===== src/tasx_consts.svh =====
// constants of the table access, xor and skip execution block
`ifndef TASX_CONSTS_SVH
`define TASX_CONSTS_SVH

`define TASX_TPTR_W       21
`define TASX_FADDR_W      12
`define TASX_BSR_W        4
`define TASX_HOLD_AW      6

// opcode fields, upper bits compared against the instruction word
`define TASX_OPC_TRD      14'h0002
`define TASX_OPC_TWT      14'h0003
`define TASX_OPC_TST      7'h33
`define TASX_OPC_XLW      8'h0A
`define TASX_OPC_XWF      6'h06

// pointer update field
`define TASX_PTR_KEEP     2'h0
`define TASX_PTR_POSTINC  2'h1
`define TASX_PTR_POSTDEC  2'h2
`define TASX_PTR_PREINC   2'h3

// indexed literal offset limit and access bank split
`define TASX_ILO_MAX      8'h5F
`define TASX_ACC_SPLIT    8'h80
`define TASX_ACC_HIGH     4'hF

// quarter phases per instruction cycle
`define TASX_Q_LAST       2'h3
`define TASX_Q_READ       2'h1
`define TASX_Q_PROC       2'h2

`define TASX_ACC_RST      8'h00
`define TASX_TPTR_RST     21'h000000
`define TASX_TLAT_RST     8'h00

`endif


===== src/tasx_pkg.sv =====
// types of the table access, xor and skip execution block
`include "tasx_consts.svh"
package tasx_pkg;

  typedef enum logic [1:0] {
    ST_RUN,
    ST_TBL2,
    ST_SKIP,
    ST_SKIP2
  } tasx_state_t;

  typedef struct packed {
    logic [1:0]              q;
    tasx_state_t             st;
    logic [15:0]             ir;
    logic                    two;
    logic                    is_wt;
    logic [7:0]              opnd;
    logic [7:0]              res;
    logic [`TASX_TPTR_W-1:0] tptr;
    logic [7:0]              tlat;
    logic [7:0]              acc;
    logic                    fn;
    logic                    fz;
  } tasx_core_t;

  function automatic logic tasx_is_trd(input logic [15:0] w);
    return w[15:2] == `TASX_OPC_TRD;
  endfunction : tasx_is_trd

  function automatic logic tasx_is_twt(input logic [15:0] w);
    return w[15:2] == `TASX_OPC_TWT;
  endfunction : tasx_is_twt

  function automatic logic tasx_is_tst(input logic [15:0] w);
    return w[15:9] == `TASX_OPC_TST;
  endfunction : tasx_is_tst

  function automatic logic tasx_is_xlw(input logic [15:0] w);
    return w[15:8] == `TASX_OPC_XLW;
  endfunction : tasx_is_xlw

  function automatic logic tasx_is_xwf(input logic [15:0] w);
    return w[15:10] == `TASX_OPC_XWF;
  endfunction : tasx_is_xwf

endpackage : tasx_pkg


===== src/tasx_hold_mem.sv =====
// write holding registers, one byte each, registered read port
`timescale 1ns/1ps
`include "tasx_consts.svh"
module tasx_hold_mem #(
  parameter int AW = `TASX_HOLD_AW,
  parameter int DW = 8
) (
  // clock and reset
  input  wire logic          clock_i,
  input  wire logic          reset_n_i,
  // write port
  input  wire logic          we_i,
  input  wire logic [AW-1:0] waddr_i,
  input  wire logic [DW-1:0] wdata_i,
  // read port
  input  wire logic [AW-1:0] raddr_i,
  output logic      [DW-1:0] rdata_o
);

  logic [DW-1:0] mem_reg [(1<<AW)];
  logic [DW-1:0] rdata_reg;

  always_ff @(posedge clock_i) begin
    if (we_i) begin
      mem_reg[waddr_i] <= wdata_i;
    end
  end

  always_ff @(posedge clock_i or negedge reset_n_i) begin
    if (!reset_n_i) begin
      rdata_reg <= '0;
    end else begin
      rdata_reg <= mem_reg[raddr_i];
    end
  end

  assign rdata_o = rdata_reg;

endmodule : tasx_hold_mem


===== src/tasx_xor_alu.sv =====
// xor unit with negative and zero flags
`timescale 1ns/1ps
module tasx_xor_alu (
  // operands
  input  wire logic [7:0] a_i,
  input  wire logic [7:0] b_i,
  // result and flags
  output logic      [7:0] res_o,
  output logic            neg_o,
  output logic            zero_o
);

  always_comb begin
    res_o  = a_i ^ b_i;
    neg_o  = res_o[7];
    zero_o = (res_o == 8'h00);
  end

endmodule : tasx_xor_alu


===== src/tasx_core.sv =====
// table access, test-and-skip and xor instruction execution core
`timescale 1ns/1ps
`include "tasx_consts.svh"

// Functional notes
// - table read opcode, low two bits select pointer update mode
// - table write opcode ends 11, same two-bit pointer update field
// - table read is one word, two cycles, memory read in second
// - end of table read second cycle loads fetched byte into latch
// - table write takes two cycles, reads latch, no array programming
// - end of table write puts latch into pointer-selected holding byte
// - pointer: keep, post-inc, post-dec or pre-inc by one
// - test register zero discards fetched next instruction, runs no-op
// - test takes one, two, or three cycles if skipped word pair
// - xor literal into accumulator in one cycle, only N and Z
// - xor register, one cycle, N and Z, destination bit chooses target
// - bank bit clear uses access bank, set uses bank select
// - extended set, bank bit clear, f up to 95 is indexed
module tasx_core #(
  parameter int HOLD_AW = `TASX_HOLD_AW
) (
  // clock and reset
  input  wire logic                     clock_i,
  input  wire logic                     reset_n_i,
  // instruction stream
  input  wire logic [15:0]              instr_i,
  input  wire logic                     instr_two_word_i,
  output logic                          instr_take_o,
  output logic                          cycle_nop_o,
  // configuration
  input  wire logic [`TASX_BSR_W-1:0]   bank_select_register_i,
  input  wire logic                     ext_set_en_i,
  input  wire logic [`TASX_FADDR_W-1:0] fsr2_i,
  // direct loads of table pointer and latch
  input  wire logic                     tptr_load_i,
  input  wire logic [`TASX_TPTR_W-1:0]  tptr_wdata_i,
  input  wire logic                     tlat_load_i,
  input  wire logic [7:0]               tlat_wdata_i,
  // data register file
  output logic      [`TASX_FADDR_W-1:0] file_addr_o,
  input  wire logic [7:0]               file_rdata_i,
  output logic                          file_we_o,
  output logic      [7:0]               file_wdata_o,
  // program memory
  output logic                          prog_rd_o,
  output logic      [`TASX_TPTR_W-1:0]  prog_addr_o,
  input  wire logic [7:0]               prog_rdata_i,
  // holding register readout
  input  wire logic [HOLD_AW-1:0]       hold_raddr_i,
  output logic      [7:0]               hold_rdata_o,
  // architectural state
  output logic      [`TASX_TPTR_W-1:0]  table_pointer_o,
  output logic      [7:0]               table_latch_o,
  output logic      [7:0]               accumulator_o,
  output logic                          flag_neg_o,
  output logic                          flag_zero_o
);

  tasx_pkg::tasx_core_t r_reg;
  tasx_pkg::tasx_core_t r_next;

  logic       q_end;
  logic       is_table;
  logic       hold_we;
  logic [7:0] alu_b;
  logic [7:0] alu_res;
  logic       alu_neg;
  logic       alu_zero;
  logic [7:0] fsel;

  function automatic logic [`TASX_FADDR_W-1:0] file_map(
    input logic [7:0]               f,
    input logic                     a,
    input logic                     ext,
    input logic [`TASX_BSR_W-1:0]   bank_select_register,
    input logic [`TASX_FADDR_W-1:0] fsr2
  );
    logic [`TASX_FADDR_W-1:0] adr;
    adr = {bank_select_register, f};
    if (!a) begin
      if (ext && f <= `TASX_ILO_MAX) begin
        adr = fsr2 + {4'h0, f};
      end else if (f >= `TASX_ACC_SPLIT) begin
        adr = {`TASX_ACC_HIGH, f};
      end else begin
        adr = {4'h0, f};
      end
    end
    return adr;
  endfunction : file_map

  assign q_end    = (r_reg.q == `TASX_Q_LAST);
  assign fsel     = r_reg.ir[7:0];
  assign is_table = tasx_pkg::tasx_is_trd(r_reg.ir)
                  | tasx_pkg::tasx_is_twt(r_reg.ir);
  // literal for immediate form, fetched register otherwise
  assign alu_b    = tasx_pkg::tasx_is_xlw(r_reg.ir) ? fsel : r_reg.opnd;

  tasx_xor_alu u_alu (
    .a_i    (r_reg.acc),
    .b_i    (alu_b),
    .res_o  (alu_res),
    .neg_o  (alu_neg),
    .zero_o (alu_zero)
  );

  // holding byte written at end of the second table write cycle
  assign hold_we = (r_reg.st == tasx_pkg::ST_TBL2) && r_reg.is_wt
                 && q_end;

  tasx_hold_mem #(
    .AW (HOLD_AW),
    .DW (8)
  ) u_hold (
    .clock_i   (clock_i),
    .reset_n_i (reset_n_i),
    .we_i      (hold_we),
    .waddr_i   (r_reg.tptr[HOLD_AW-1:0]),
    .wdata_i   (r_reg.tlat),
    .raddr_i   (hold_raddr_i),
    .rdata_o   (hold_rdata_o)
  );

  always_comb begin
    r_next   = r_reg;
    r_next.q = r_reg.q + 2'h1;
    // a new program word enters at the first quarter, except table cycle 2
    if (r_reg.q == 2'h0 && r_reg.st != tasx_pkg::ST_TBL2) begin
      r_next.ir  = instr_i;
      r_next.two = instr_two_word_i;
    end
    if (r_reg.q == `TASX_Q_READ) begin
      r_next.opnd = file_rdata_i;
    end
    if (r_reg.q == `TASX_Q_PROC) begin
      r_next.res = alu_res;
    end
    if (q_end) begin
      unique case (r_reg.st)
        tasx_pkg::ST_RUN: begin
          if (is_table) begin
            r_next.st    = tasx_pkg::ST_TBL2;
            r_next.is_wt = tasx_pkg::tasx_is_twt(r_reg.ir);
            if (r_reg.ir[1:0] == `TASX_PTR_PREINC) begin
              r_next.tptr = r_reg.tptr + 21'h000001;
            end
          end else if (tasx_pkg::tasx_is_tst(r_reg.ir)) begin
            if (r_reg.opnd == 8'h00) begin
              r_next.st = tasx_pkg::ST_SKIP;
            end
          end else if (tasx_pkg::tasx_is_xlw(r_reg.ir)) begin
            r_next.acc = alu_res;
            r_next.fn  = alu_neg;
            r_next.fz  = alu_zero;
          end else if (tasx_pkg::tasx_is_xwf(r_reg.ir)) begin
            if (!r_reg.ir[9]) begin
              r_next.acc = alu_res;
            end
            r_next.fn = alu_neg;
            r_next.fz = alu_zero;
          end
        end
        tasx_pkg::ST_TBL2: begin
          r_next.st = tasx_pkg::ST_RUN;
          if (!r_reg.is_wt) begin
            r_next.tlat = prog_rdata_i;
          end
          if (r_reg.ir[1:0] == `TASX_PTR_POSTINC) begin
            r_next.tptr = r_reg.tptr + 21'h000001;
          end else if (r_reg.ir[1:0] == `TASX_PTR_POSTDEC) begin
            r_next.tptr = r_reg.tptr - 21'h000001;
          end
        end
        tasx_pkg::ST_SKIP: begin
          // second word of a skipped pair is dropped too
          r_next.st = r_reg.two ? tasx_pkg::ST_SKIP2
                                : tasx_pkg::ST_RUN;
        end
        tasx_pkg::ST_SKIP2: begin
          r_next.st = tasx_pkg::ST_RUN;
        end
      endcase
    end
    if (tptr_load_i) begin
      r_next.tptr = tptr_wdata_i;
    end
    if (tlat_load_i) begin
      r_next.tlat = tlat_wdata_i;
    end
  end

  always_ff @(posedge clock_i or negedge reset_n_i) begin
    if (!reset_n_i) begin
      r_reg       <= '0;
      r_reg.st    <= tasx_pkg::ST_RUN;
      r_reg.tptr  <= `TASX_TPTR_RST;
      r_reg.tlat  <= `TASX_TLAT_RST;
      r_reg.acc   <= `TASX_ACC_RST;
    end else begin
      r_reg <= r_next;
    end
  end

  assign instr_take_o = (r_reg.q == 2'h0) && (r_reg.st != tasx_pkg::ST_TBL2);
  assign cycle_nop_o  = (r_reg.st == tasx_pkg::ST_SKIP)
                      || (r_reg.st == tasx_pkg::ST_SKIP2);
  assign file_addr_o  = file_map(fsel, r_reg.ir[8], ext_set_en_i,
                                 bank_select_register_i,
                                 fsr2_i);
  assign file_we_o    = (r_reg.st == tasx_pkg::ST_RUN) && q_end
                      && tasx_pkg::tasx_is_xwf(r_reg.ir)
                      && r_reg.ir[9];
  assign file_wdata_o = r_reg.res;
  assign prog_rd_o    = (r_reg.st == tasx_pkg::ST_TBL2)
                      && !r_reg.is_wt;
  assign prog_addr_o  = r_reg.tptr;
  assign table_pointer_o = r_reg.tptr;
  assign table_latch_o   = r_reg.tlat;
  assign accumulator_o   = r_reg.acc;
  assign flag_neg_o      = r_reg.fn;
  assign flag_zero_o     = r_reg.fz;

  logic run_end;
  assign run_end = (r_reg.st == tasx_pkg::ST_RUN) && q_end;
endmodule : tasx_core


===== config.mk =====
export PLATFORM = sky130hd
export DESIGN_NAME = tasx_core
export DESIGN_NICKNAME = d
export VERILOG_FILES = /design/src/tasx_pkg.sv /design/src/tasx_hold_mem.sv /design/src/tasx_xor_alu.sv /design/src/tasx_core.sv
export VERILOG_INCLUDE_DIRS = /design/src
export SDC_FILE = /design/constraint.sdc
export NUM_CORES = 1
export LEC_CHECK = 0
export BUFFER_PORTS_ARGS = -buffer_cell sky130_fd_sc_hd__buf_2
export CAP_MARGIN = 10
export CORE_AREA = 2 2 221 223
export DETAILED_ROUTE_END_ITERATION = 16
export DIE_AREA = 0 0 223 225
export PLACE_DENSITY_LB_ADDON = 0.15
export SYNTH_ARGS = -nofsm -noshare
export SYNTH_HDL_FRONTEND = slang
export SYNTH_SLANG_ARGS = --single-unit

===== constraint.sdc =====
create_clock -name clock_i -period 2.51 [get_ports clock_i]
set_clock_uncertainty 0.1 [all_clocks]
set_input_delay 0 -clock clock_i [delete_from_list [all_inputs] [get_ports clock_i]]
set_output_delay 0 -clock clock_i [all_outputs]
set_load 0.02 [all_outputs]

* After elaboration in Yosys (flattened, before gate mapping)
Memories as Yosys holds them, arrays and structs flattened. A register that Yosys moved wholly into a read port is not among the register bits.
Index checks and enable logic that the tools add are counted.
** Storage, ports and cells
- Register bits :: 77
- Bits in writable memories :: 512
- Bits of input ports :: 89
- Word-level logic and storage cells :: 99
- Memories kept :: 1
** Cells by class
- $add $sub $neg :: 4
- $lt $le $gt $ge :: 2
- Equal/unequal tests :: 22
- Mux-type cells :: 27
- Bitwise gates (word level) :: 4
- Reduce and logical (&&, ||, !) cells :: 27
** Memories
- u_hold.mem_reg :: depth 64, width 8, read ports 1, clocked after Yosys merged registers in 1, write ports 1, RTL line tasx_hold_mem.sv:20 : logic [DW-1:0] mem_reg [(1<<AW)];
** Operators with widths (count)
- 21-bit 2-to-1 mux :: 5
- 10-bit 2-to-1 mux :: 5
- 21-bit case mux with 2 select lines :: 1
- 8-bit 2-to-1 mux :: 5
- 39-bit 2-to-1 mux :: 1
- 12-bit 2-to-1 mux :: 3
- 14-bit by 2-bit equality test with 1-bit output, second input constant :: 2
- 21-bit by 1-bit adder with 21-bit output, second input constant :: 1
- 21-bit by 1-bit subtractor with 21-bit output, second input constant :: 1
- 8-bit logical NOT :: 2
- 12-bit by 8-bit adder with 12-bit output :: 1
- 2-bit equality test, second input constant :: 6
- 3-bit inequality test, second input constant :: 4
- 5-bit AND reduction :: 2
- 3-bit AND reduction :: 3
- 8-bit by 4-bit equality test with 1-bit output, second input constant :: 1
- 8-bit greater-or-equal comparator, second input constant :: 1
- 8-bit by 7-bit less-or-equal comparator with 1-bit output, second input constant :: 1
- 1-bit logical AND :: 8
- 2-bit 2-to-1 mux :: 4
- 2-bit nonzero test :: 4
- 8-bit bitwise XOR :: 1
- 7-bit by 6-bit equality test with 1-bit output, second input constant :: 1
- 2-bit by 1-bit equality test with 1-bit output, second input constant :: 3
- 15 further kinds :: 20

* Logic depth before layout (Yosys ltp)
- Depth after elaboration :: 11
- Depth in mapped cells :: 8
- Gate-level depth less buffers :: 7

* By module
Synthesis repeated with hierarchy kept, for this count alone.
** Unflattened totals
- Cell total of the unflattened synthesis :: 1495
- Area, all modules :: 25613.3 um^2
** Modules (own cells, without submodules)
- tasx_hold_mem :: times used 1, cells an instance 942, area each 20211.9 um^2, sequential area each 15574.9 um^2
- tasx_core :: times used 1, cells an instance 541, area each 5305.1 um^2, sequential area each 1926.8 um^2
- tasx_xor_alu :: times used 1, cells an instance 12, area each 96.3 um^2, sequential area each 0.0 um^2

* Least setup slack after synthesis
OpenSTA, ideal clock, no wires.
- Kind :: register -> register
- Start point :: reg r_reg (netlist bit prog_addr_o[5])
- End point :: reg r_reg (netlist bit prog_addr_o[10])
- Data arrival time :: 2.438 ns
- Data required time :: 2.284 ns
- Setup slack :: -0.154 ns
- Stages on the path, launching flop included :: 8
- Period minus slack after synthesis :: 2.664 ns
- Path through :: dfrtp_1 -> buf_6 -> or3_4 -> buf_6 -> or4_4 -> or4_4 -> a31o_1 -> a221o_1
** On the way
- Longest elaborated chain between the ends :: 6
** Ends and longest elaborated chain
- start, declared :: RTL line tasx_core.sv:59 : tasx_pkg::tasx_core_t r_reg;
- start signal, assigned :: RTL line tasx_core.sv:200 : r_reg <= r_next;
- 21-bit by 1-bit subtractor with 21-bit output / 21-bit by 1-bit adder with 21-bit output (equally long branches) :: RTL line tasx_core.sv:171, tasx_core.sv:145, tasx_core.sv:169
- 21-bit 2-to-1 mux (on tied branches) :: RTL line tasx_core.sv:170, tasx_core.sv:144
- 21-bit 2-to-1 mux (on tied branches) :: RTL line tasx_core.sv:168, tasx_core.sv:141
- 21-bit case mux with 2 select lines (*) :: RTL line tasx_core.sv:139 : unique case (r_reg.st)
- 39-bit 2-to-1 mux (*) :: RTL line tasx_core.sv:138 : if (q_end) begin
- 21-bit 2-to-1 mux (*) :: RTL line tasx_core.sv:184 : if (tptr_load_i) begin
Mark *: on every way between the ends. The rest lies on a longest branch, timed or not. The select of a mux whose other input is x is not followed.
A chain may end at the register's enable or synchronous reset.

* Final worst setup path
- Start point :: reg r_reg (netlist bit fsel[0])
- End point :: out file_addr_o[10]
** On the way
- Longest elaborated chain between the ends :: 4
** Ends and longest elaborated chain
- 8-bit greater-or-equal comparator (no source line) / 8-bit by 7-bit less-or-equal comparator with 1-bit output (equally long branches)
- 12-bit 2-to-1 mux / 1-bit logical AND (equally long branches)
- 12-bit 2-to-1 mux (*) :: RTL line tasx_core.sv:81 : if (ext && f <= `TASX_ILO_MAX) begin
- 12-bit 2-to-1 mux (*) :: RTL line tasx_core.sv:80 : if (!a) begin
- end, declared :: RTL line tasx_core.sv:40 : output logic [`TASX_FADDR_W-1:0] file_addr_o,
Mark *: on every way between the ends. The rest lies on a longest branch, timed or not.

==> impl_metrics.py <==
metrics = {
    "grt": {
        "track_usage_pct": 25.0,
        "grt_pass1_vias": 15100,
        "antenna_found_initial": 0,
        "gr-total-overflow": 0,
        "grt_max_degree": 86,
        "grt_pass1_wl_um": 92300,
    },
    "floorplanning": {
        "start_util_pct": 53.7,
        "die_area_mm2": 0.0502,
        "row_count": 80,
        "core_mm2": 0.0475,
        "die_x_um": 223,
        "ios": 181,
        "die_h_um": 225,
    },
    "finish": {
        "num_antenna_cells": 0,
        "largest_reg_flops": 512,
        "finalNonFillerCells": 2457,
        "fill_cells": 3272,
        "area_delta_synth_final_pct": 19.6,
        "fin_nets": 1896,
        "drive_above_1_share_pct": 36.2,
        "design_area_mm2": 0.0305,
    },
    "place": {
        "globalplace.congestion": 0.870,
        "placed_cells": 2255,
        "io_buffer_count": 180,
        "dp_hpwl_um": 39900,
        "placed_area_mm2": 0.0277,
    },
    "yosys": {
        "synth_nets": 1552,
        "syn_area_mm2": 0.0255,
        "yosysWarnings": 0,
        "yosysSeqAreaShare_pct": 68.6,
        "yosysUniqueCellTypes": 70,
        "async_flop_share_pct": 14.2,
        "synth_edf_count": 512,
        "yosys_register_bits": 597,
        "syn_area_per_cell_um2": 17.6,
        "syn_inst": 1448,
        "synth_ff_type": "edfxtp_1",
    },
    "sta": {
        "tightestPinTransition_ps": 929,
        "rsz0062_at_grt": "true",
        "maxSlewHeadroom_pct": 38.1,
        "maxSlewViolCount": 0,
        "hold_viol": 0,
        "clock.fmax_mhz": 342,
        "min_period_ps": 2920,
        "finalSetupViolations": 4,
        "fin_crit_sh_pct": 117,
        "fin_ws_ps": -415,
    },
    "setup_path": {
        "cp.required_ps": 2410,
        "cp-end-kind": "output pin",
        "worst_ep_arrival_time_ps": 2820,
        "rr_worst_depth": 5,
        "crit_fanout": 3,
        "critPathKind": "reg -> out",
        "max_stage_delay_ps": 440,
        "rr_startpoint": "prog_addr_o[3]$_DFFE_PN0P_",
        "reg2reg_to": "prog_addr_o[10]$_DFFE_PN0P_",
        "reg2reg_slack_ps": 50,
        "cpMaxStageDelayCell": "a2111o_1",
        "start_kind": "flop",
        "crit_chain": "ha_2 -> fa_2 -> a21oi_2 -> o211ai_1 -> a2111o_1 -> buf_4 -> a31oi_1 -> nand3b_1 -> buf_6",
    },
    "drt": {
        "first_pass_iters": 5,
        "wl_per_cell_um": 25.2,
        "drc": 0,
        "detail_route.iter0.violations": 1270,
        "num_vias": 14800,
        "ant_nets": 0,
        "viasPerCell": 6.03,
        "drt_wl_total_um": 62000,
    },
    "cts": {
        "clock_sinks": 597,
        "cts_tree": "yes",
        "htree_levels": 2,
        "clock_path_buffers": 3,
        "cts_buffers": 59,
        "clock_latency_ps": 620,
        "cts_root_buf": "clkbuf_16",
        "clk_pin_slew_ps": 60,
    },
    "outcome": {
        "violations": "setup timing",
        "status": "finished with violations",
    },
    "power_and_ir_drop": {
        "peakVddDrop_uv": 513,
        "power_mw": 21.3,
        "leakage_nw": 10.7,
        "power.density_mw_per_mm2": 697,
    },
    "job": {
        "max_cap_violations": 0,
    },
    "hold_path": {
        "holdPathEnd": "prog_addr_o[14]$_DFFE_PN0P_",
        "hold_depth": 3,
        "worstHoldStart": "tptr_wdata_i[14]",
        "hold_path.class": "in -> reg",
    },
}
==> worst max-delay path: cells and delay by family (launching register included) <==
kind / cells / cell delay (ps)
AND/OR/NAND/NOR: 1 / 160
buffers and inverters: 2 / 290
adder cells (fa/ha/maj): 2 / 540
flip-flops: 1 / 390
AO/OA/AOI/OAI: 4 / 820
==> worst max path at each step <==
stage                               startpoint                           to  slack (ps)  cells past startpoint
CTS                        fsel[0]$_DFFE_PN0P_               file_addr_o[8]        -480                      8
global route               fsel[0]$_DFFE_PN0P_               file_addr_o[8]        -540                      8
finish                     fsel[0]$_DFFE_PN0P_              file_addr_o[10]        -410                      9
floorplan           prog_addr_o[5]$_DFFE_PN0P_  prog_addr_o[10]$_DFFE_PN0P_         -60                      7
global placement    prog_addr_o[1]$_DFFE_PN0P_  prog_addr_o[15]$_DFFE_PN0P_          40                      6
detailed placement  prog_addr_o[1]$_DFFE_PN0P_  prog_addr_o[15]$_DFFE_PN0P_         -30                      6
==> repair_timing <==
action,in CTS,in global routing
endpoints found under the setup margin,11,72
gates resized for setup,8,13
hold buffers,84,0
pin swaps,6,7
buffers inserted,4,3
hold endpoints to repair,147,0
==> stage by stage <==
| stage | setup TNS [ps] | worst slack [ps] | hold slack (ps) | utilization, % |
|---|---|---|---|---|
| floorplan | -60.4 | -60.4 | -396 | - |
| global placement | 0 | 35.3 | -20.8 | 58.3 |
| detailed placement | -27.6 | -26.3 | -12.3 | 58.3 |
| CTS | -2060 | -479 | 5.41 | 64.0 |
| global route | -1640 | -535 | 39.0 | 64.2 |
| finish | -919 | -415 | 44.9 | 64.2 |
==> kinds of logic after synthesis <==
family	synth area share (%)
mux	16.2
flops	68.6
fa+ha+maj	0.765
compound gates	4.21
simple gates	6.43
buf+inv	3.34
xor+xnor	0.481
==> cell type report <==
type                    count  area (um^2)  share of cell area, %
flip-flops and latches    597        17500                   57.4
multi-input cells         695         7230                   23.7
inverters                  15         56.3                  0.185
clock inverters            37          233                  0.763
clock buffers              74         1570                   5.16
well taps                 615          769                   2.52
repair buffers            424         3130                   10.2
==> report_power, final <==
group | internal, mW | total [mW] | leakage, nW | switching, mW
Sequential | 11.0 | 11.2 | 5.65 | 0.211
Clock | 4.55 | 8.25 | 0.871 | 3.70
Combinational | 0.804 | 1.83 | 4.18 | 1.02
==> cell usage after synthesis (11+ instances only) <==
library cell,instances,area share (%)
a221o_1,15,0.59
buf_4,66,1.9
nand3_1,21,0.41
dfrtp_1,85,8.3
nand4_1,14,0.34
clkbuf_1,48,0.71
mux4_2,160,14
mux2_2,38,1.7
nand4b_1,14,0.48
a21oi_1,22,0.43
inv_1,15,0.22
buf_1,21,0.31
nor2_1,96,1.4
edfxtp_1,512,60
nand2_1,57,0.84
xor2_1,11,0.38
o22ai_1,26,0.64
ha_1,14,0.69
nor2b_1,24,0.59
o21ai_0,22,0.43
==> per-layer routing <==
metal  share of wire [%]  global-route usage (%)  wire length [um]
met5                   0                       0                 0
met4                 2.6                    8.14              1590
met3                 6.3                    3.82              3910
met2                  51                    42.3             31400
met1                  41                    33.6             25200
==> layout by cell type (no fill, tap or decap), types with 11 or more instances in the layout <==
cell,instances
o22ai_1,26
mux4_2,160
a221o_1,15
nand4b_1,14
dfrtp_1,76
nor2_1,96
dlygate4sd3_1,84
edfxtp_1,512
clkbuf_1,11
clkbuf_16,59
nand4_1,14
clkinv_1,13
buf_2,175
nor2b_1,24
nand3_1,21
mux2_2,37
buf_12,12
a21oi_1,19
o21ai_0,21
nand2_1,56
buf_4,148
inv_1,14
xor2_1,11
Power figures use the tool's default switching activity.
